File: src/hw/lld_pkg.sv
// Constants, register map and types of the link debounce fabric
package lld_pkg;
  // Timing
  localparam int unsigned CLK_HZ = 10_000_000;
  localparam int unsigned DELAY_MS = 20;
  localparam int unsigned DELAY_CYC = CLK_HZ / 1000 * DELAY_MS;
  ////////////////////////////////////////////////////////////
  // Register offsets
  localparam logic [4:0] A_SRC0 = 5'h00;
  localparam logic [4:0] A_SRC1 = 5'h01;
  localparam logic [4:0] A_SRC6 = 5'h02;
  localparam logic [4:0] A_PICK0 = 5'h03;
  localparam logic [4:0] A_PICK1 = 5'h04;
  localparam logic [4:0] A_PICK2 = 5'h05;
  localparam logic [4:0] A_PICK6 = 5'h06;
  localparam logic [4:0] A_ROUTE0 = 5'h07;
  localparam logic [4:0] A_ROUTE1 = 5'h08;
  localparam logic [4:0] A_ROUTE2 = 5'h09;
  localparam logic [4:0] A_ROUTE6 = 5'h0A;
  localparam logic [4:0] A_CTL = 5'h0B;
  localparam logic [4:0] A_SINK0 = 5'h0C;
  localparam logic [4:0] A_SINK3 = 5'h0D;
  localparam logic [4:0] A_DEST = 5'h0E;
  localparam logic [4:0] A_TCFG = 5'h0F;
  localparam logic [4:0] A_STAT = 5'h10;
  localparam logic [4:0] A_MASK = 5'h11;
  localparam logic [4:0] A_STATE = 5'h12;
  // Reset values, indexed by offset 00H..0FH
  localparam logic [7:0] CFG_RST [0:15] = '{8'h1B, 8'h1D, 8'h16, 8'h01, 8'h02, 8'h82, 8'h01, 8'h01,
                                             8'h02, 8'h09, 8'h02, 8'h83, 8'h05, 8'h01, 8'h00, 8'h00};
  localparam logic [7:0] STAT_RST = 8'h00;
  localparam logic [7:0] MASK_RST = 8'h00;
  ////////////////////////////////////////////////////////////
  // Source codes
  localparam logic [7:0] C_RAW = 8'h1B;
  localparam logic [7:0] C_FB = 8'h1D;
  localparam logic [7:0] C_EV0 = 8'h16;
  localparam logic [7:0] C_EV1 = 8'h17;
  localparam logic [7:0] C_EV5 = 8'h18;
  // Pick, route and control fields
  localparam int unsigned PICK_INV_BIT = 7;
  localparam logic [1:0] PICK_A = 2'h1;
  localparam logic [1:0] PICK_B = 2'h2;
  localparam logic [7:0] ROUTE_IN0 = 8'h01;
  localparam logic [7:0] ROUTE_IN1 = 8'h02;
  localparam logic [7:0] ROUTE_FFD = 8'h09;
  localparam logic [7:0] ROUTE_CLK = 8'h02;
  localparam int unsigned CTL_FF_EN_BIT = 7;
  localparam logic [1:0] FN_AND = 2'h0;
  localparam logic [1:0] FN_OR = 2'h1;
  localparam logic [1:0] FN_NAND = 2'h2;
  localparam logic [1:0] FN_XOR = 2'h3;
  // Timer config: bit 0 rising edge, bits 2:1 channel
  localparam int unsigned TCFG_EDGE_BIT = 0;
  localparam logic [1:0] CH0 = 2'h0;
  localparam logic [1:0] CH1 = 2'h1;
  localparam logic [1:0] CH5 = 2'h2;
  // Status bits
  localparam int unsigned ST_DONE = 0;
  localparam int unsigned ST_CHG = 1;
  // Destinations of sink 0
  typedef enum logic [2:0] {
    DST_PIN = 3'h0, DST_IRQ = 3'h1, DST_XFER = 3'h2, DST_SEQ = 3'h3,
    DST_ADC = 3'h4, DST_TOUCH = 3'h5, DST_CAP = 3'h6
  } lld_dest_t;
  typedef enum logic [1:0] {T_IDLE = 2'b00, T_COUNT = 2'b01, T_FIRE = 2'b11} lld_tstate_t;
endpackage

File: src/hw/lld_tmr_if.sv
// Link between the fabric and the delay timer channel
`timescale 1ns/100ps
interface lld_tmr_if;
  logic lvl;
  logic done;
  logic busy;
  modport fab (output lvl, input done, input busy);
  modport tmr (input lvl, output done, output busy);
endinterface // lld_tmr_if

File: src/hw/lld_sync3.sv
// Three-stage input synchroniser with agreement filter
`timescale 1ns/100ps
module lld_sync3 (
  input wire logic clk_i,
  input wire logic rst_n_i,
  input wire logic d_i,
  output logic q_o
);
  logic s1_ff;
  logic s2_ff;
  logic s3_ff;
  logic q_ff;
  always_ff @(posedge clk_i or negedge rst_n_i) begin
    if (!rst_n_i) begin
      s1_ff <= 1'b0;
      s2_ff <= 1'b0;
      s3_ff <= 1'b0;
      q_ff <= 1'b0;
    end else begin
      s1_ff <= d_i;
      s2_ff <= s1_ff;
      s3_ff <= s2_ff;
      // Output updates only once stages two and three agree
      if (s2_ff == s3_ff) begin
        q_ff <= s3_ff;
      end
    end
  end
  assign q_o = q_ff;
endmodule // lld_sync3

File: src/hw/lld_delay_timer.sv
// Delay counter channel started by an edge of its input
`timescale 1ns/100ps
module lld_delay_timer #(
  parameter int unsigned DELAY_CYC = lld_pkg::DELAY_CYC
) (
  input wire logic clk_i,
  input wire logic rst_n_i,
  input wire logic rise_i,
  lld_tmr_if.tmr tif
);
  if (DELAY_CYC < 2) begin : g_chk
    $error("DELAY_CYC below 2");
  end
  localparam int unsigned CW = $clog2(DELAY_CYC);
  localparam logic [CW-1:0] LAST = CW'(DELAY_CYC - 1);
  lld_pkg::lld_tstate_t st_ff, nxt_st;
  logic [CW-1:0] cnt_ff;
  logic lvl_ff;
  wire trig = rise_i ? (tif.lvl && !lvl_ff) : (!tif.lvl && lvl_ff);
  // Input back at its idle level ends the wait early
  wire idle_lvl = rise_i ? !tif.lvl : tif.lvl;
  // [RULE16] delay counter
  always_comb begin
    nxt_st = st_ff;
    case (st_ff)
      lld_pkg::T_IDLE: if (trig) nxt_st = lld_pkg::T_COUNT;
      lld_pkg::T_COUNT: begin
        if (idle_lvl) nxt_st = lld_pkg::T_IDLE;
        else if (!trig && cnt_ff == LAST) nxt_st = lld_pkg::T_FIRE;
      end
      lld_pkg::T_FIRE: nxt_st = trig ? lld_pkg::T_COUNT : lld_pkg::T_IDLE;
      default: nxt_st = lld_pkg::T_IDLE;
    endcase
  end
  always_ff @(posedge clk_i or negedge rst_n_i) begin
    if (!rst_n_i) begin
      st_ff <= lld_pkg::T_IDLE;
      cnt_ff <= '0;
      lvl_ff <= 1'b0;
    end else begin
      st_ff <= nxt_st;
      lvl_ff <= tif.lvl;
      cnt_ff <= (trig || nxt_st != lld_pkg::T_COUNT) ? '0 : cnt_ff + 1'b1;
    end
  end
  assign tif.done = (st_ff == lld_pkg::T_FIRE);
  assign tif.busy = (st_ff == lld_pkg::T_COUNT);
  // [RULE16] fire after full delay
  AST_DELAY_LEN: assert property (@(posedge clk_i) disable iff (!rst_n_i)
    $rose(tif.done) |-> $past(cnt_ff) == LAST) // [RULE16]
    else $error("done without full delay");
endmodule // lld_delay_timer

File: src/hw/lld_link_debounce.sv
// Logic and event link fabric set up as a switch chatter filter
// Summary of operation
// [RULE1] Source selector 0 code 1BH brings the raw switch pin in.
// [RULE2] Source selector 1 code 1DH feeds back block one flip-flop 1.
// [RULE3] Source selector 6 code 16H brings timer channel 0 done event in.
// [RULE4] Picks 0, 1, 6 take sources 0, 1, 6 true with 01H, 02H, 01H.
// [RULE5] Pick 2 code 82H takes source 1 inverted.
// [RULE6] Routes 01H, 02H steer picks 0, 1 to cell 0 inputs 0, 1.
// [RULE7] Route 09H steers pick 2 to flip-flop 1 data.
// [RULE8] Route 02H steers pick 6 to flip-flop 1 clock.
// [RULE9] Control 83H enables flip-flop 1 and makes cell 0 an XOR.
// [RULE10] Sink 0 code 05H forwards block output 4 to the filtered pin.
// [RULE11] Sink 3 code 01H forwards block output 0 to the timer input.
// [RULE12] Flip-flop clock is the done event of the chosen timer channel.
// [RULE13] Software never uses one signal as both source and destination.
// [RULE14] Software picks the timer input wired to the chosen block.
// [RULE15] Filtered result may go to pin, interrupt or trigger outputs.
// [RULE16] Timer is a delay counter started by falling input edge, 20 ms.
// [RULE17] Flip-flop state drives the filtered output pin.
// [RULE18] State changes only after input differed for the full delay.
// [RULE19] Each done event loads the flip-flop with its own inverse.
//
// Chosen here: strobed register access and the register addresses.
`timescale 1ns/100ps
module lld_link_debounce #(
  parameter int unsigned DELAY_CYC = lld_pkg::DELAY_CYC
) (
  input wire logic ref_clk_i,
  input wire logic rst_n_i,
  input wire logic raw_switch_pin_i,
  input wire logic [4:0] addr_i,
  input wire logic [7:0] wdata_i,
  input wire logic wr_i,
  input wire logic rd_i,
  output logic [7:0] rdata_o,
  output logic filtered_output_pin_o,
  output logic [5:0] trig_o,
  output logic irq_o
);
  if (DELAY_CYC < 2) begin : g_chk
    $error("DELAY_CYC below 2");
  end
  ////////////////////////////////////////////////////////////
  // Reset release
  logic rst_q1_ff;
  logic rst_q2_ff;
  always_ff @(posedge ref_clk_i or negedge rst_n_i) begin
    if (!rst_n_i) begin
      rst_q1_ff <= 1'b0;
      rst_q2_ff <= 1'b0;
    end else begin
      rst_q1_ff <= 1'b1;
      rst_q2_ff <= rst_q1_ff;
    end
  end
  wire rst_n = rst_q2_ff;
  ////////////////////////////////////////////////////////////
  // Register file
  logic [7:0] cfg_ff [0:15];
  logic [7:0] stat_ff;
  logic [7:0] mask_ff;
  logic [7:0] rdata_ff;
  wire [7:0] src0 = cfg_ff[lld_pkg::A_SRC0[3:0]];
  wire [7:0] src1 = cfg_ff[lld_pkg::A_SRC1[3:0]];
  wire [7:0] src6 = cfg_ff[lld_pkg::A_SRC6[3:0]];
  wire [7:0] pk0 = cfg_ff[lld_pkg::A_PICK0[3:0]];
  wire [7:0] pk1 = cfg_ff[lld_pkg::A_PICK1[3:0]];
  wire [7:0] pk2 = cfg_ff[lld_pkg::A_PICK2[3:0]];
  wire [7:0] pk6 = cfg_ff[lld_pkg::A_PICK6[3:0]];
  wire [7:0] rt0 = cfg_ff[lld_pkg::A_ROUTE0[3:0]];
  wire [7:0] rt1 = cfg_ff[lld_pkg::A_ROUTE1[3:0]];
  wire [7:0] rt2 = cfg_ff[lld_pkg::A_ROUTE2[3:0]];
  wire [7:0] rt6 = cfg_ff[lld_pkg::A_ROUTE6[3:0]];
  wire [7:0] ctl = cfg_ff[lld_pkg::A_CTL[3:0]];
  wire [7:0] snk0 = cfg_ff[lld_pkg::A_SINK0[3:0]];
  wire [7:0] snk3 = cfg_ff[lld_pkg::A_SINK3[3:0]];
  wire [7:0] dest = cfg_ff[lld_pkg::A_DEST[3:0]];
  wire [7:0] tcfg = cfg_ff[lld_pkg::A_TCFG[3:0]];
  wire cfg_hit = (addr_i[4] == 1'b0);
  ////////////////////////////////////////////////////////////
  // Fabric helpers
  function automatic logic src_val(input logic [7:0] c, input logic raw, input logic fb,
                                   input logic ev, input logic [7:0] evc);
    src_val = (c == lld_pkg::C_RAW) ? raw : (c == lld_pkg::C_FB) ? fb : (c == evc) ? ev : 1'b0;
  endfunction
  function automatic logic pick(input logic [7:0] c, input logic a, input logic b);
    logic v;
    v = (c[1:0] == lld_pkg::PICK_A) ? a : (c[1:0] == lld_pkg::PICK_B) ? b : 1'b0;
    pick = v ^ c[lld_pkg::PICK_INV_BIT];
  endfunction
  function automatic logic route(input logic [7:0] c, input logic [7:0] tgt, input logic v);
    route = (c == tgt) & v;
  endfunction
  function automatic logic sink(input logic [7:0] c, input logic [7:0] blk);
    sink = (c == 8'h00 || c > 8'h08) ? 1'b0 : blk[3'(c - 8'h01)];
  endfunction
  ////////////////////////////////////////////////////////////
  // Sources
  logic raw_s;
  logic ff1_ff;
  lld_tmr_if tif ();
  lld_sync3 u_sync (
    .clk_i(ref_clk_i),
    .rst_n_i(rst_n),
    .d_i(raw_switch_pin_i),
    .q_o(raw_s)
  );
  wire [1:0] chan = tcfg[2:1];
  // [RULE12] event of the channel in use
  wire [7:0] ev_code = (chan == lld_pkg::CH1) ? lld_pkg::C_EV1 :
                       (chan == lld_pkg::CH5) ? lld_pkg::C_EV5 : lld_pkg::C_EV0;
  // [RULE1] raw pin source
  wire isel0 = src_val(src0, raw_s, ff1_ff, tif.done, ev_code);
  // [RULE2] feedback source
  wire isel1 = src_val(src1, raw_s, ff1_ff, tif.done, ev_code);
  // [RULE3] timer event source
  wire isel6 = src_val(src6, raw_s, ff1_ff, tif.done, ev_code);
  ////////////////////////////////////////////////////////////
  // Link picks
  // [RULE4] true polarity picks
  wire p0 = pick(pk0, isel0, isel1);
  wire p1 = pick(pk1, isel0, isel1);
  wire p6 = pick(pk6, isel6, 1'b0);
  // [RULE5] inverted feedback pick
  wire p2 = pick(pk2, isel0, isel1);
  // [RULE6] cell 0 inputs
  wire in0 = route(rt0, lld_pkg::ROUTE_IN0, p0) | route(rt1, lld_pkg::ROUTE_IN0, p1) |
             route(rt2, lld_pkg::ROUTE_IN0, p2);
  wire in1 = route(rt0, lld_pkg::ROUTE_IN1, p0) | route(rt1, lld_pkg::ROUTE_IN1, p1) |
             route(rt2, lld_pkg::ROUTE_IN1, p2);
  // [RULE7] flip-flop data
  wire ffd = route(rt0, lld_pkg::ROUTE_FFD, p0) | route(rt1, lld_pkg::ROUTE_FFD, p1) |
             route(rt2, lld_pkg::ROUTE_FFD, p2);
  // [RULE8] flip-flop clock
  wire ffclk = route(rt6, lld_pkg::ROUTE_CLK, p6);
  ////////////////////////////////////////////////////////////
  // Logic cell and flip-flop
  logic cell0;
  // [RULE9] cell function select
  always_comb begin
    case (ctl[1:0])
      lld_pkg::FN_AND: cell0 = in0 & in1;
      lld_pkg::FN_OR: cell0 = in0 | in1;
      lld_pkg::FN_NAND: cell0 = ~(in0 & in1);
      lld_pkg::FN_XOR: cell0 = in0 ^ in1;
      default: cell0 = 1'b0;
    endcase
  end
  wire ff_en = ctl[lld_pkg::CTL_FF_EN_BIT];
  // [RULE19] toggle on done event
  wire ff_load = ffclk & ff_en;
  wire [7:0] blk = {3'h0, ff1_ff, 3'h0, cell0};
  // [RULE18] only a full delay reaches the clock
  always_ff @(posedge ref_clk_i or negedge rst_n) begin
    if (!rst_n) begin
      ff1_ff <= 1'b0;
    end else if (ff_load) begin
      ff1_ff <= ffd;
    end
  end
  ////////////////////////////////////////////////////////////
  // Sinks
  // [RULE11] timer channel input
  assign tif.lvl = sink(snk3, blk);
  lld_delay_timer #(
    .DELAY_CYC(DELAY_CYC)
  ) u_tmr (
    .clk_i(ref_clk_i),
    .rst_n_i(rst_n),
    .rise_i(tcfg[lld_pkg::TCFG_EDGE_BIT]),
    .tif(tif)
  );
  // [RULE10] filtered result selection
  wire s0 = sink(snk0, blk);
  logic s0_ff;
  logic pin_ff;
  logic [5:0] trig_ff;
  wire to_pin = (dest[2:0] == lld_pkg::DST_PIN);
  wire s0_rise = s0 & ~s0_ff;
  // Spare top bit takes the unused code 7, so the index never leaves the vector
  logic [7:0] dsel;
  always_comb begin
    dsel = 8'h00;
    dsel[dest[2:0]] = s0_rise;
  end
  always_ff @(posedge ref_clk_i or negedge rst_n) begin
    if (!rst_n) begin
      s0_ff <= 1'b0;
      pin_ff <= 1'b0;
      trig_ff <= 6'h00;
    end else begin
      s0_ff <= s0;
      // [RULE17] pin follows held state
      if (to_pin) pin_ff <= s0;
      // [RULE15] trigger destinations
      trig_ff <= dsel[6:1];
    end
  end
  ////////////////////////////////////////////////////////////
  // Register access and interrupt
  wire wr_cfg = wr_i & cfg_hit;
  wire wr_stat = wr_i & (addr_i == lld_pkg::A_STAT);
  wire wr_mask = wr_i & (addr_i == lld_pkg::A_MASK);
  wire [7:0] nxt_mask = wr_mask ? wdata_i : mask_ff;
  logic ff1_d;
  wire [7:0] st_set = {6'h00, ff1_ff ^ ff1_d, tif.done};
  // Set wins over a clear in the same cycle
  wire [7:0] nxt_stat = (stat_ff & ~(wr_stat ? wdata_i : 8'h00)) | st_set;
  wire [7:0] state_v = {5'h00, tif.busy, raw_s, ff1_ff};
  wire [7:0] rd_mux = cfg_hit ? cfg_ff[addr_i[3:0]] :
                      (addr_i == lld_pkg::A_STAT) ? stat_ff :
                      (addr_i == lld_pkg::A_MASK) ? mask_ff :
                      (addr_i == lld_pkg::A_STATE) ? state_v : 8'h00;
  logic irq_ff;
  always_ff @(posedge ref_clk_i or negedge rst_n) begin
    if (!rst_n) begin
      for (int i = 0; i < 16; i++) cfg_ff[i] <= lld_pkg::CFG_RST[i];
    end else if (wr_cfg) begin
      cfg_ff[addr_i[3:0]] <= wdata_i;
    end
  end
  always_ff @(posedge ref_clk_i or negedge rst_n) begin
    if (!rst_n) begin
      stat_ff <= lld_pkg::STAT_RST;
      mask_ff <= lld_pkg::MASK_RST;
      rdata_ff <= 8'h00;
      irq_ff <= 1'b0;
      ff1_d <= 1'b0;
    end else begin
      stat_ff <= nxt_stat;
      mask_ff <= nxt_mask;
      rdata_ff <= rd_i ? rd_mux : 8'h00;
      // Next mask too, so a mask write moves the line with the register
      irq_ff <= |(nxt_stat & nxt_mask);
      ff1_d <= ff1_ff;
    end
  end
  assign rdata_o = rdata_ff;
  assign filtered_output_pin_o = pin_ff;
  assign trig_o = trig_ff;
  assign irq_o = irq_ff;
  ////////////////////////////////////////////////////////////
  // Checks
  AST_SRC_RAW: assert property (@(posedge ref_clk_i) disable iff (!rst_n) // [RULE1]
    src0 == lld_pkg::C_RAW |-> isel0 == raw_s) else $error("raw source wrong");
  AST_SRC_FB: assert property (@(posedge ref_clk_i) disable iff (!rst_n) // [RULE2]
    src1 == lld_pkg::C_FB |-> isel1 == ff1_ff) else $error("feedback source wrong");
  AST_SRC_EV: assert property (@(posedge ref_clk_i) disable iff (!rst_n) // [RULE3]
    src6 == lld_pkg::C_EV0 && chan == lld_pkg::CH0 |-> isel6 == tif.done) else $error("event source wrong");
  AST_PICK_INV: assert property (@(posedge ref_clk_i) disable iff (!rst_n) // [RULE5]
    pk2 == 8'h82 |-> p2 == !isel1) else $error("inverted pick wrong");
  AST_XOR: assert property (@(posedge ref_clk_i) disable iff (!rst_n) // [RULE9]
    ctl == 8'h83 && rt0 == 8'h01 && rt1 == 8'h02 |-> cell0 == (p0 ^ p1)) else $error("cell not xor");
  AST_TOGGLE: assert property (@(posedge ref_clk_i) disable iff (!rst_n) // [RULE19]
    ff_load && ffd == !ff1_ff |=> ff1_ff != $past(ff1_ff)) else $error("no toggle");
  AST_HOLD: assert property (@(posedge ref_clk_i) disable iff (!rst_n) // [RULE18]
    !ff_load |=> $stable(ff1_ff)) else $error("state moved without event");
  AST_PIN: assert property (@(posedge ref_clk_i) disable iff (!rst_n) // [RULE10]
    to_pin && snk0 == 8'h05 && $stable(snk0) |=> pin_ff == $past(ff1_ff)) else $error("pin not held state");
  AST_TMR_IN: assert property (@(posedge ref_clk_i) disable iff (!rst_n) // [RULE11]
    snk3 == 8'h01 |-> tif.lvl == cell0) else $error("timer input wrong");
  AST_IRQ: assert property (@(posedge ref_clk_i) disable iff (!rst_n)
    ##1 irq_o == |(stat_ff & mask_ff)) else $error("irq mismatch");
  CV_TOGGLE: cover property (@(posedge ref_clk_i) disable iff (!rst_n) ff_load ##1 $changed(ff1_ff));
  CV_DONE: cover property (@(posedge ref_clk_i) disable iff (!rst_n) tif.done);
  CV_IRQ: cover property (@(posedge ref_clk_i) disable iff (!rst_n) $rose(irq_o));
endmodule // lld_link_debounce

File: config.mk
export PLATFORM = sky130hd
export DESIGN_NAME = lld_link_debounce
export DESIGN_NICKNAME = d
export VERILOG_FILES = /design/src/hw/lld_pkg.sv /design/src/hw/lld_tmr_if.sv /design/src/hw/lld_sync3.sv /design/src/hw/lld_delay_timer.sv /design/src/hw/lld_link_debounce.sv
export SDC_FILE = /design/constraint.sdc
export NUM_CORES = 1
export LEC_CHECK = 0
export BUFFER_PORTS_ARGS = -buffer_cell sky130_fd_sc_hd__clkbuf_2
export CAP_MARGIN = 40
export CELL_PAD_IN_SITES_DETAIL_PLACEMENT = 1
export CELL_PAD_IN_SITES_GLOBAL_PLACEMENT = 1
export CORE_ASPECT_RATIO = 1.1
export CORE_UTILIZATION = 54
export CTS_BUF_LIST = sky130_fd_sc_hd__clkbuf_4 sky130_fd_sc_hd__clkbuf_8
export DETAILED_ROUTE_END_ITERATION = 7
export PLACE_DENSITY = 0.89
export SLEW_MARGIN = 0
export SYNTH_ARGS = -nofsm -noshare
export SYNTH_HDL_FRONTEND = slang
export SYNTH_HIERARCHICAL = 1
export SYNTH_SLANG_ARGS = --single-unit
File: constraint.sdc
create_clock -name ref_clk_i -period 7.6 [get_ports ref_clk_i]
set_input_delay 0.38 -clock ref_clk_i [delete_from_list [all_inputs] [get_ports ref_clk_i]]
set_output_delay 0.38 -clock ref_clk_i [all_outputs]
set_load 0.005 [all_outputs]
Yosys cells after proc, flatten, opt, wreduce, memory -nomap -nowiden
Cells that the tools add are included.
{"block": "classes", "addsub": 3, "n_bitwise": 38, "n_reduce_logical": 17, "magnitude_cmp": 8, "eq_ne": 39, "n_mux": 48}
{"op": "128-bit bitwise mux", "count": 1}
{"op": "8-bit two-way mux", "count": 9}
{"op": "8-bit by 5-bit equality test with 1-bit output (second input constant)", "count": 6}
{"op": "8-bit binary-select mux with 4-bit select", "count": 1}
{"op": "8-bit demux with 4-bit select", "count": 1}
{"op": "8-bit by 2-bit equality test with 1-bit output (second input constant)", "count": 4}
{"op": "8-bit by 1-bit equality test with 1-bit output (second input constant)", "count": 3}
{"op": "8-bit by 4-bit equality test with 1-bit output (second input constant)", "count": 3}
{"op": "8-bit by 5-bit equality test with 1-bit output", "count": 3}
{"op": "1-bit two-way mux", "count": 24}
{"op": "18-bit by 1-bit adder with 18-bit output (second input constant)", "count": 1}
{"op": "18-bit equality test (second input constant)", "count": 1}
{"op": "18-bit two-way mux", "count": 1}
{"op": "1-bit bitwise AND", "count": 16}
{"op": "8-bit bitwise AND", "count": 2}
{"op": "8-bit by 4-bit > comparator with 1-bit output (second input constant)", "count": 2}
{"op": "8-bit zero test", "count": 2}
{"op": "5-bit equality test (second input constant)", "count": 3}
{"op": "2-bit by 1-bit equality test with 1-bit output (second input constant)", "count": 7}
{"op": "2-bit equality test (second input constant)", "count": 7}
{"op": "3-bit by 4-bit less-than comparator with 1-bit output (second input constant)", "count": 3}
{"op": "4-bit two-way mux", "count": 2}
{"op": "8-bit NOT", "count": 1}
{"op": "8-bit by 2-bit OR with 8-bit output", "count": 1}
{"op": "23 further kinds", "count": 49}
{"block": "word_totals", "input_bits": 18, "register_bits": 190}

Longest topological paths before layout
Gate-level depths: netlist of the first run.
{"block": "depth", "depth_word": 30, "mapped_depth": 20}

Hierarchy
The synthesis of the first run kept the hierarchy.
{"mod": "lld_link_debounce", "area_per_inst_um2": 8247.9, "n_inst": 1, "cells_each": 595}
{"mod": "lld_delay_timer", "area_per_inst_um2": 1091.0, "n_inst": 1, "cells_each": 108}
{"mod": "lld_sync3", "area_per_inst_um2": 111.4, "n_inst": 1, "cells_each": 5}

Worst setup path before layout of the first run
No wires, ideal clock.
{"block": "synth_path", "path_type": "reg2reg", "startpoint": "register cfg_ff, in the netlist src0[3]", "endpoint": "register u_tmr.cnt_ff[11]", "slack_ns": 3.896, "setup_time_ns": 0.071, "path_buffers": 1, "arrival_time_ns": 3.633, "path_stages_with_launch": 20, "path_cell_list": "dfstp_2 > nand3b_1 > and3_4 > o221ai_4 > a2111oi_2 > or3_1 > nand4b_1 > o311ai_2 > ha_1 > inv_1 > mux2i_1 > a21oi_1 > nor3_1 > a21oi_1 > nor2_1 > or3_1 > a21boi_0 > o31ai_4 > buf_6 > nor2_1"}
{"block": "synth_between", "elab_chain_len": 26, "word_cells_on_any_way": 45, "classes_between": "4 x eq/ne; 18 x mux; 17 x bitwise; 6 x reduce/logical"}
{"item": "start: declaration", "line_no": "lld_link_debounce.sv:59", "text": "logic [7:0] cfg_ff [0:15];"}
{"item": "start signal: indexed assignment", "line_no": "lld_link_debounce.sv:219", "text": "cfg_ff[addr_i[3:0]] <= wdata_i;"}
{"item": "8-bit by 5-bit equality test with 1-bit output", "line_no": "lld_link_debounce.sv:84", "text": "src_val = (c == lld_pkg::C_RAW) ? raw : (c == lld_pkg::C_FB) ? fb : (c == evc) ? ev : 1'b0;"}
{"item": "1-bit two-way mux (2 in a row)", "line_no": "lld_link_debounce.sv:84"}
{"item": "1-bit two-way mux (*)", "line_no": "lld_link_debounce.sv:84"}
{"item": "1-bit two-way mux", "line_no": "lld_link_debounce.sv:88", "text": "v = (c[1:0] == lld_pkg::PICK_A) ? a : (c[1:0] == lld_pkg::PICK_B) ? b : 1'b0;"}
{"item": "1-bit bitwise XOR", "line_no": "lld_link_debounce.sv:89", "text": "pick = v ^ c[lld_pkg::PICK_INV_BIT];"}
{"item": "1-bit bitwise AND", "line_no": "lld_link_debounce.sv:92", "text": "route = (c == tgt) & v;"}
{"item": "1-bit OR, on equally long branches (2 in a row)", "line_no": "lld_link_debounce.sv:127, lld_link_debounce.sv:129"}
{"item": "1-bit bitwise AND", "line_no": "lld_link_debounce.sv:142, lld_link_debounce.sv:144"}
{"item": "[... 5 more ...]"}
{"item": "named net tif.lvl", "line_no": "lld_tmr_if.sv:4", "text": "logic lvl;"}
{"item": "[... 3 more ...]"}
{"item": "1-bit zero test", "line_no": "lld_delay_timer.sv:29", "text": "else if (!trig && cnt_ff == LAST) nxt_st = lld_pkg::T_FIRE;"}
{"item": "1-bit logical AND", "line_no": "lld_delay_timer.sv:29"}
{"item": "2-bit two-way mux", "line_no": "lld_delay_timer.sv:29"}
{"item": "2-bit two-way mux", "line_no": "lld_delay_timer.sv:28", "text": "if (idle_lvl) nxt_st = lld_pkg::T_IDLE;"}
{"item": "2-bit case mux with 3 select lines", "line_no": "lld_delay_timer.sv:25", "text": "case (st_ff)"}
{"item": "2-bit by 1-bit inequality test with 1-bit output", "line_no": "lld_delay_timer.sv:43", "text": "cnt_ff <= (trig || nxt_st != lld_pkg::T_COUNT) ? '0 : cnt_ff + 1'b1;"}
{"item": "1-bit logical OR (*)", "line_no": "lld_delay_timer.sv:43"}
{"item": "18-bit two-way mux (*)", "line_no": "lld_delay_timer.sv:43"}
{"item": "end signal: assignment", "line_no": "lld_delay_timer.sv:43"}
{"item": "end: declaration", "line_no": "lld_delay_timer.sv:17", "text": "logic [CW-1:0] cnt_ff;"}
Mark *: on every way through the listed nets, which the timed path passes. The rest lies on a longest branch. The select of a mux whose other input is x is not followed.
A chain may end at the register's enable or synchronous reset.

Worst setup path after layout of the first run
{"block": "layout_path", "startpoint": "register cfg_ff, in the netlist src0[4]", "endpoint": "register u_tmr.cnt_ff[17]"}
Same word-level chain as after synthesis.

==> flow_summary.json, run 1 <==
{
  "status": "complete, no violations",
  "ys_types": 68,
  "dieArea_um2": 18000,
  "crit_fanout": 18,
  "hold_slack_ns": 0.0259,
  "finalNetCount": 761,
  "synth_area_leaders": "dfrtp_1 (43%), mux2_2 (16%), mux4_2 (9.3%), dfstp_2 (7.5%), nand2_1 (1.6%)",
  "maxSlewViolCount": 0,
  "p_per_area_nw_per_um2": 247,
  "synth_top_cell_area_share_pct": 43.2,
  "placementRows": 50,
  "pre_cts_slack_ns": 2.88,
  "cts_setup_buffers": 0,
  "seqPwrFrac_pct": 53.8,
  "drt-vias-per-instance": 6.47,
  "io_buffers": 33,
  "cts_sinks": 190,
  "die_h_um": 141,
  "setup_slack_ns": 2.90,
  "setup_viol_count_final": 0,
  "drive_above_1_share_pct": 39.7,
  "grtUsageTotal_pct": 31.5,
  "yosysTopAreaCell": "dfrtp_1",
  "start_util_pct": 55.3,
  "num_io_pins": 34,
  "post-route-period-util_pct": 61.8,
  "drtAntennaViolNets": 0,
  "hold_violations": 0,
  "vias": 6374,
  "fmax_mhz": 213,
  "nFillCells": 1678,
  "antenna_found_initial": 1,
  "wirelength_um": 26400,
  "dp_hpwl_um": 17800,
  "ys_seq_area_share_pct": 50.7,
  "p_sw_share_pct": 30.1,
  "comb_power_share_pct": 19.0,
  "grt_max_degree": 60,
  "worst_hold_path_type": "input port to flip-flop",
  "vdd.ir_drop.worst_mv": 0.127,
  "n_antenna_cell": 0,
  "crit_path_start_kind": "flip-flop",
  "multi_input_area_um2": 4440,
  "pwr-share-clk_pct": 27.2,
  "clkLatencyLatePin_ns": 0.48,
  "rsz0062_at_grt": "no",
  "regArea_um2": 4790,
  "die_w_um": 128,
  "p_int_w": 0.00177,
  "grt_first_pass_wirelength_um": 41900,
  "critPathKind": "flip-flop to flip-flop",
  "min_from": "raw_switch_pin_i",
  "drc_errors": 0,
  "worstPathRequired_ns": 8.00,
  "ys_warn_count": 6,
  "rr_endpoint": "u_tmr/cnt_ff[17]",
  "wire_per_inst_um": 26.8,
  "period_minus_slack_ns": 4.70,
  "end_kind": "flip-flop",
  "core_area_um2": 17100,
  "syn_nets": 731,
  "fin_skew_ns": 0.0187,
  "hold_path_end": "u_sync/s1_ff",
  "synthToLayoutAreaGrowth_pct": 8.09,
  "synth_common_cells": "dfrtp_1 (163), mux2_2 (131), nand2_1 (40)",
  "p_leak_nw": 4.29,
  "synth_area_um2": 9450,
  "r2r_slack_ns": 2.90,
  "cap_violations": 0,
  "cts_root_buf": "clkbuf_8",
  "netSwitchingPower_w": 0.000761,
  "relSlewSlack_pct": 36.7,
  "yosysMostFrequentCell": "dfrtp_1",
  "synth_edf_count": 0,
  "first_global_vias": 7026,
  "synth_seq_cells": 190,
  "ff2ff_path_depth": 17,
  "clkTransAtPathRegs_ns": 0.10,
  "avgSynthCellArea_um2": 13.3,
  "cts_buffers": 17,
  "htree_levels": 4,
  "tightest_slew_ns": 0.944,
  "cts_hold_buf": 1,
  "clock_path_buffers": 2,
  "firstDrtPassIters": 5,
  "r2r-start": "src0[4]",
  "synthFlopType": "dfrtp_1",
  "grt_overflow": 0,
  "drt-initial-drc-count": 511,
  "holdPathStages": 1,
  "power_w": 0.00253,
  "cts_tree": "yes",
  "synthCells": 708,
  "finalSetupTns_ns": 0,
  "synthArstFlopShare_pct": 100,
  "post_cts_resized": 0,
  "worstPathArrival_ns": 5.09,
  "gp_congestion": 0.910
}
[layer usage]
layer  wire [um]  global-route usage [%]  vias to the layer above
met5           0                       0                        -
met4         957                    14.1                        0
met3        1150                    4.59                       70
met2       13700                    54.1                      227
met1       10600                    39.6                     3399
li1            -                       -                     2678
[state kept, by name, indices dropped and copies added, names as in the netlist, 8 cells and up]
signal and count:
rt1 8, u_tmr/cnt_ff 18, pk2 8, src0 8
tcfg 8, rt2 8, pk0 8, ctl 8
rt0 8, pk1 8, dest 8, stat_ff 8
snk0 8, mask_ff 8, rdata_o 8, src1 8
src6 8, rt6 8, snk3 8, pk6 8
[cell families after synthesis]
group / share of synthesized area (%)
AOI/OAI and AO/OA: 5.11
xor gates and xnor gates: 2.04
adders and majority gates: 0.781
buffers and inverters: 2.40
DFF: 50.7
muxes: 26.3
other: 0.0397
and+or+nand+nor: 12.7
[worst max-delay path: stages (launching register included)]
cell	delay [ns]
dfstp_2	0.55
nor4b_1	0.46
o31ai_2	0.22
a2111oi_2	0.42
o21ai_0	0.28
nand4_1	0.23
nand3_1	0.11
ha_1	0.28
inv_1	0.06
mux2i_1	0.06
a21oi_1	0.32
nor3_1	0.10
a21oi_1	0.16
nor2_1	0.13
or3_1	0.35
a21boi_0	0.38
o31ai_4	0.30
a21oi_1	0.21
[per-stage QoR]
| stage | instance area, um2 | utilization [%] | instances |
|---|---|---|---|
| floorplan | 9450 | - | 708 |
| global placement | 9760 | 57.2 | 949 |
| detailed placement | 9790 | 57.3 | 951 |
| CTS | 10200 | 59.8 | 984 |
| global route | 10200 | 59.8 | 985 |
| finish | 10200 | 59.8 | 985 |
[cell usage in the layout, fill, tap and decap left out, drive strengths merged, types with 6 or more instances in the layout]
master,count
dfrtp,163
mux2,132
clkbuf,53
nand2,42
mux4,40
nor2,35
dfstp,27
nor3,17
xnor2,16
inv,16
nand4,15
o21ai,14
a21oi,11
nor4b,11
and2,10
nor4,10
or3,9
nor3b,9
mux2i,9
nand3b,8
nor2b,8
nand3,8
buf,8
a21boi,7
and3,7
xor2,6
o31ai,6
[layout make-up]
cell class	instances	area share [%]
Clock buffer	21	2.71
Timing Repair Buffer	41	2.33
Clock inverter	11	1.29
Sequential cell	190	46.9
Tap cell	234	2.87
Multi-Input combinational cell	475	43.4
Inverter	13	0.478
[worst max-delay path by stage]
| stage | startpoint | end | cells after the start |
|---|---|---|---|
| floorplan | rst_n | ctl[2] | 0 |
| global placement | src0[4] | u_tmr/cnt_ff[15] | 17 |
| detailed placement | src0[4] | u_tmr/cnt_ff[16] | 17 |
| CTS | src0[4] | u_tmr/cnt_ff[17] | 17 |
| global route | src0[4] | u_tmr/cnt_ff[17] | 17 |
| finish | src0[4] | u_tmr/cnt_ff[17] | 17 |
[power by group through the flow]
stage	clock network [W]	registers [W]	logic [W]
finish	0.000688	0.00136	0.000481
global route	0.000730	0.00138	0.000513
CTS	0.000698	0.00135	0.000480
detailed placement	0	0.00137	0.000470
global placement	0	0.00134	0.000437
floorplan	0	0.00131	0.000350
Note: power is estimated with default switching activity, not from simulation.
==> run 2, diff against run 1 <==
- CORE_UTILIZATION: 54 -> 49
- PLACE_DENSITY: 0.89 -> 0.85
- clock period: 7.6 -> 3.8 ns (I/O delays scaled with it)
==> flow_summary.json, run 2 (same netlist as run 1, synthesis figures left out) <==
{
  "status": "complete, but fails checks",
  "violations": "setup timing",
  "power_w": 0.00525,
  "clock_path_buffers": 2,
  "cpMostUsedCell": "a21oi_2",
  "rsz0062_at_grt": "yes",
  "crit_path_start_kind": "flip-flop",
  "relSlewSlack_pct": 42.2,
  "cp_cell_sequence": "nand3b_1, and3_4, o221ai_4, a2111oi_4, or3_4, buf_4, nand4_1, nand3_1, ha_1, inv_1, mux2i_1, a21oi_2, nor3_2, a21oi_2, nor2_2, or3_1, a21boi_1, buf_4, o31ai_4, a21oi_2",
  "dieArea_um2": 19800,
  "cts_tree": "yes",
  "setup_viol_count_final": 27,
  "crit_buf_inv": 3,
  "cap_violations": 0,
  "crit_fanout": 5,
  "worstPathArrival_ns": 4.55,
  "ff2ff_path_depth": 20,
  "cpMaxStageDelayCell": "dfstp_2",
  "rr_endpoint": "u_tmr/cnt_ff[15]",
  "core_area_um2": 18700,
  "io_buffers": 33,
  "drt-initial-drc-count": 462,
  "p_leak_nw": 4.54,
  "firstDrtPassIters": 5,
  "max_stage_delay_ns": 0.58,
  "cts_sinks": 190,
  "htree_levels": 4,
  "clkTransAtPathRegs_ns": 0.11,
  "wirelength_um": 28700,
  "first_global_vias": 7385,
  "placementRows": 52,
  "drive_above_1_share_pct": 45.7,
  "layout_common_cells": "dfrtp_1 (161), mux2_2 (131), nand2_1 (40), mux4_2 (39), buf_4 (34)",
  "drt-vias-per-instance": 6.47,
  "r2r_slack_ns": -0.33,
  "antenna_found_initial": 0,
  "grtUsageTotal_pct": 29.6,
  "cts_root_buf": "clkbuf_8",
  "hold_violations": 0,
  "dp_hpwl_um": 18400,
  "start_util_pct": 50.6,
  "largest_register": "u_tmr/cnt_ff",
  "maxSlewViolCount": 0,
  "tightest_slew_ns": 0.867,
  "setup_slack_ns": -0.328,
  "grt_first_pass_wirelength_um": 43700,
  "finalNetCount": 800,
  "fin_skew_ns": 0.0181,
  "drtAntennaViolNets": 0,
  "place_inst": 984,
  "p_per_area_nw_per_um2": 485,
  "cts_buffers": 17,
  "vias": 6682,
  "post-route-period-util_pct": 109,
  "num_io_pins": 34,
  "fmax_mhz": 242,
  "clkLatencyLatePin_ns": 0.50,
  "die_h_um": 148,
  "die_w_um": 134,
  "min_from": "addr_i[4]",
  "hold_path_end": "rdata_o[2]",
  "critPathKind": "flip-flop to flip-flop",
  "period_minus_slack_ns": 4.13,
  "r2r-start": "src0[3]",
  "final_common_cell": "dfrtp_1",
  "path_delay_family": "simple AND/OR/NAND/NOR gates",
  "grt_overflow": 0,
  "vdd.ir_drop.worst_mv": 0.233,
  "drc_errors": 0,
  "n_antenna_cell": 0,
  "synthToLayoutAreaGrowth_pct": 14.7,
  "largest_register_ffs": 18,
  "gp_congestion": 0.923,
  "finalSetupTns_ns": -6.38,
  "holdPathStages": 4,
  "worstPathRequired_ns": 4.22,
  "worst_hold_path_type": "input port to flip-flop",
  "grt_max_degree": 66,
  "wire_per_inst_um": 27.7,
  "layout.cells.non_filler": 1033,
  "end_kind": "flip-flop"
}
run 2: changes by cell type in the layout (fill, tap and decap cells not counted), moves of 4 or more:
cell        before  now
nor4b_1         10    5
inv_8            1    5
nor4b_4          0    4
buf_4            5   34
or3_1            9    5
or3_4            0    4
clkinvlp_4       5    0
a21oi_1         11    7
run 2: layer usage:
layer | vias to the layer above | share of wire (%) | track usage [%]
li1 | 2784 | - | -
met1 | 3535 | 40 | 37.0
met2 | 273 | 51 | 50.3
met3 | 90 | 4.9 | 4.97
met4 | 0 | 4.0 | 13.3
met5 | - | 0 | 0
run 2: where the power goes:
part,leakage [nW],internal [W],switching (W)
Sequential,2.40,0.00238,0.000332
Clock,0.204,0.000512,0.000846
Combinational,1.94,0.000622,0.000563
Total,4.54,0.00351,0.00174
run 2: metrics by stage:
step	hold slack [ns]	setup slack [ns]	cell area (um2)	util [%]
finish	0.140	-0.328	10800	58.0
global route	0.170	-0.487	10800	58.0
CTS	0.134	-0.130	10600	56.9
detailed placement	-0.0215	-0.311	10000	53.6
global placement	-0.0238	-0.0430	9970	53.4
floorplan	-0.106	0.0956	9450	-
run 2: worst max path at each step:
stage            start                to  slack, ns  cells past startpoint
2_1_floorplan  src0[3]  u_tmr/cnt_ff[11]        0.1                     19
3_3_place_gp   src0[4]  u_tmr/cnt_ff[17]      -0.04                     18
3_5_place_dp   src1[2]  u_tmr/cnt_ff[15]      -0.31                     20
4_1_cts        tcfg[1]  u_tmr/cnt_ff[17]      -0.13                     19
5_1_grt        src0[1]   u_tmr/cnt_ff[9]      -0.49                     20
6_report       src0[3]  u_tmr/cnt_ff[15]      -0.33                     20
run 2: what timing repair did:
action	in CTS	in global routing
pin swaps	8	10
cloned	2	1
endpoints found under the setup margin	24	29
buffers inserted	5	5
hold endpoints to repair	6	0
hold buffers	4	0
resized for setup	19	27
run 2: area by class of cell:
type | count | area [um2]
clock buffer | 18 | 248
clock inverter | 14 | 146
fill | 1828 | 7840
inverter | 13 | 48.8
multi-input combinational | 478 | 4740
sequential | 190 | 4790
tap | 243 | 304
timing repair buffer | 77 | 556
run 2: worst reg2reg max path: stages, from the launching register on:
cell and delay, ns:
dfstp_2 0.58, nand3b_1 0.12, and3_4 0.20, o221ai_4 0.28, a2111oi_4 0.14, or3_4 0.43
buf_4 0.16, nand4_1 0.12, nand3_1 0.11, ha_1 0.29, inv_1 0.05, mux2i_1 0.07
a21oi_2 0.18, nor3_2 0.07, a21oi_2 0.15, nor2_2 0.07, or3_1 0.39, a21boi_1 0.14
buf_4 0.20, o31ai_4 0.13, a21oi_2 0.16
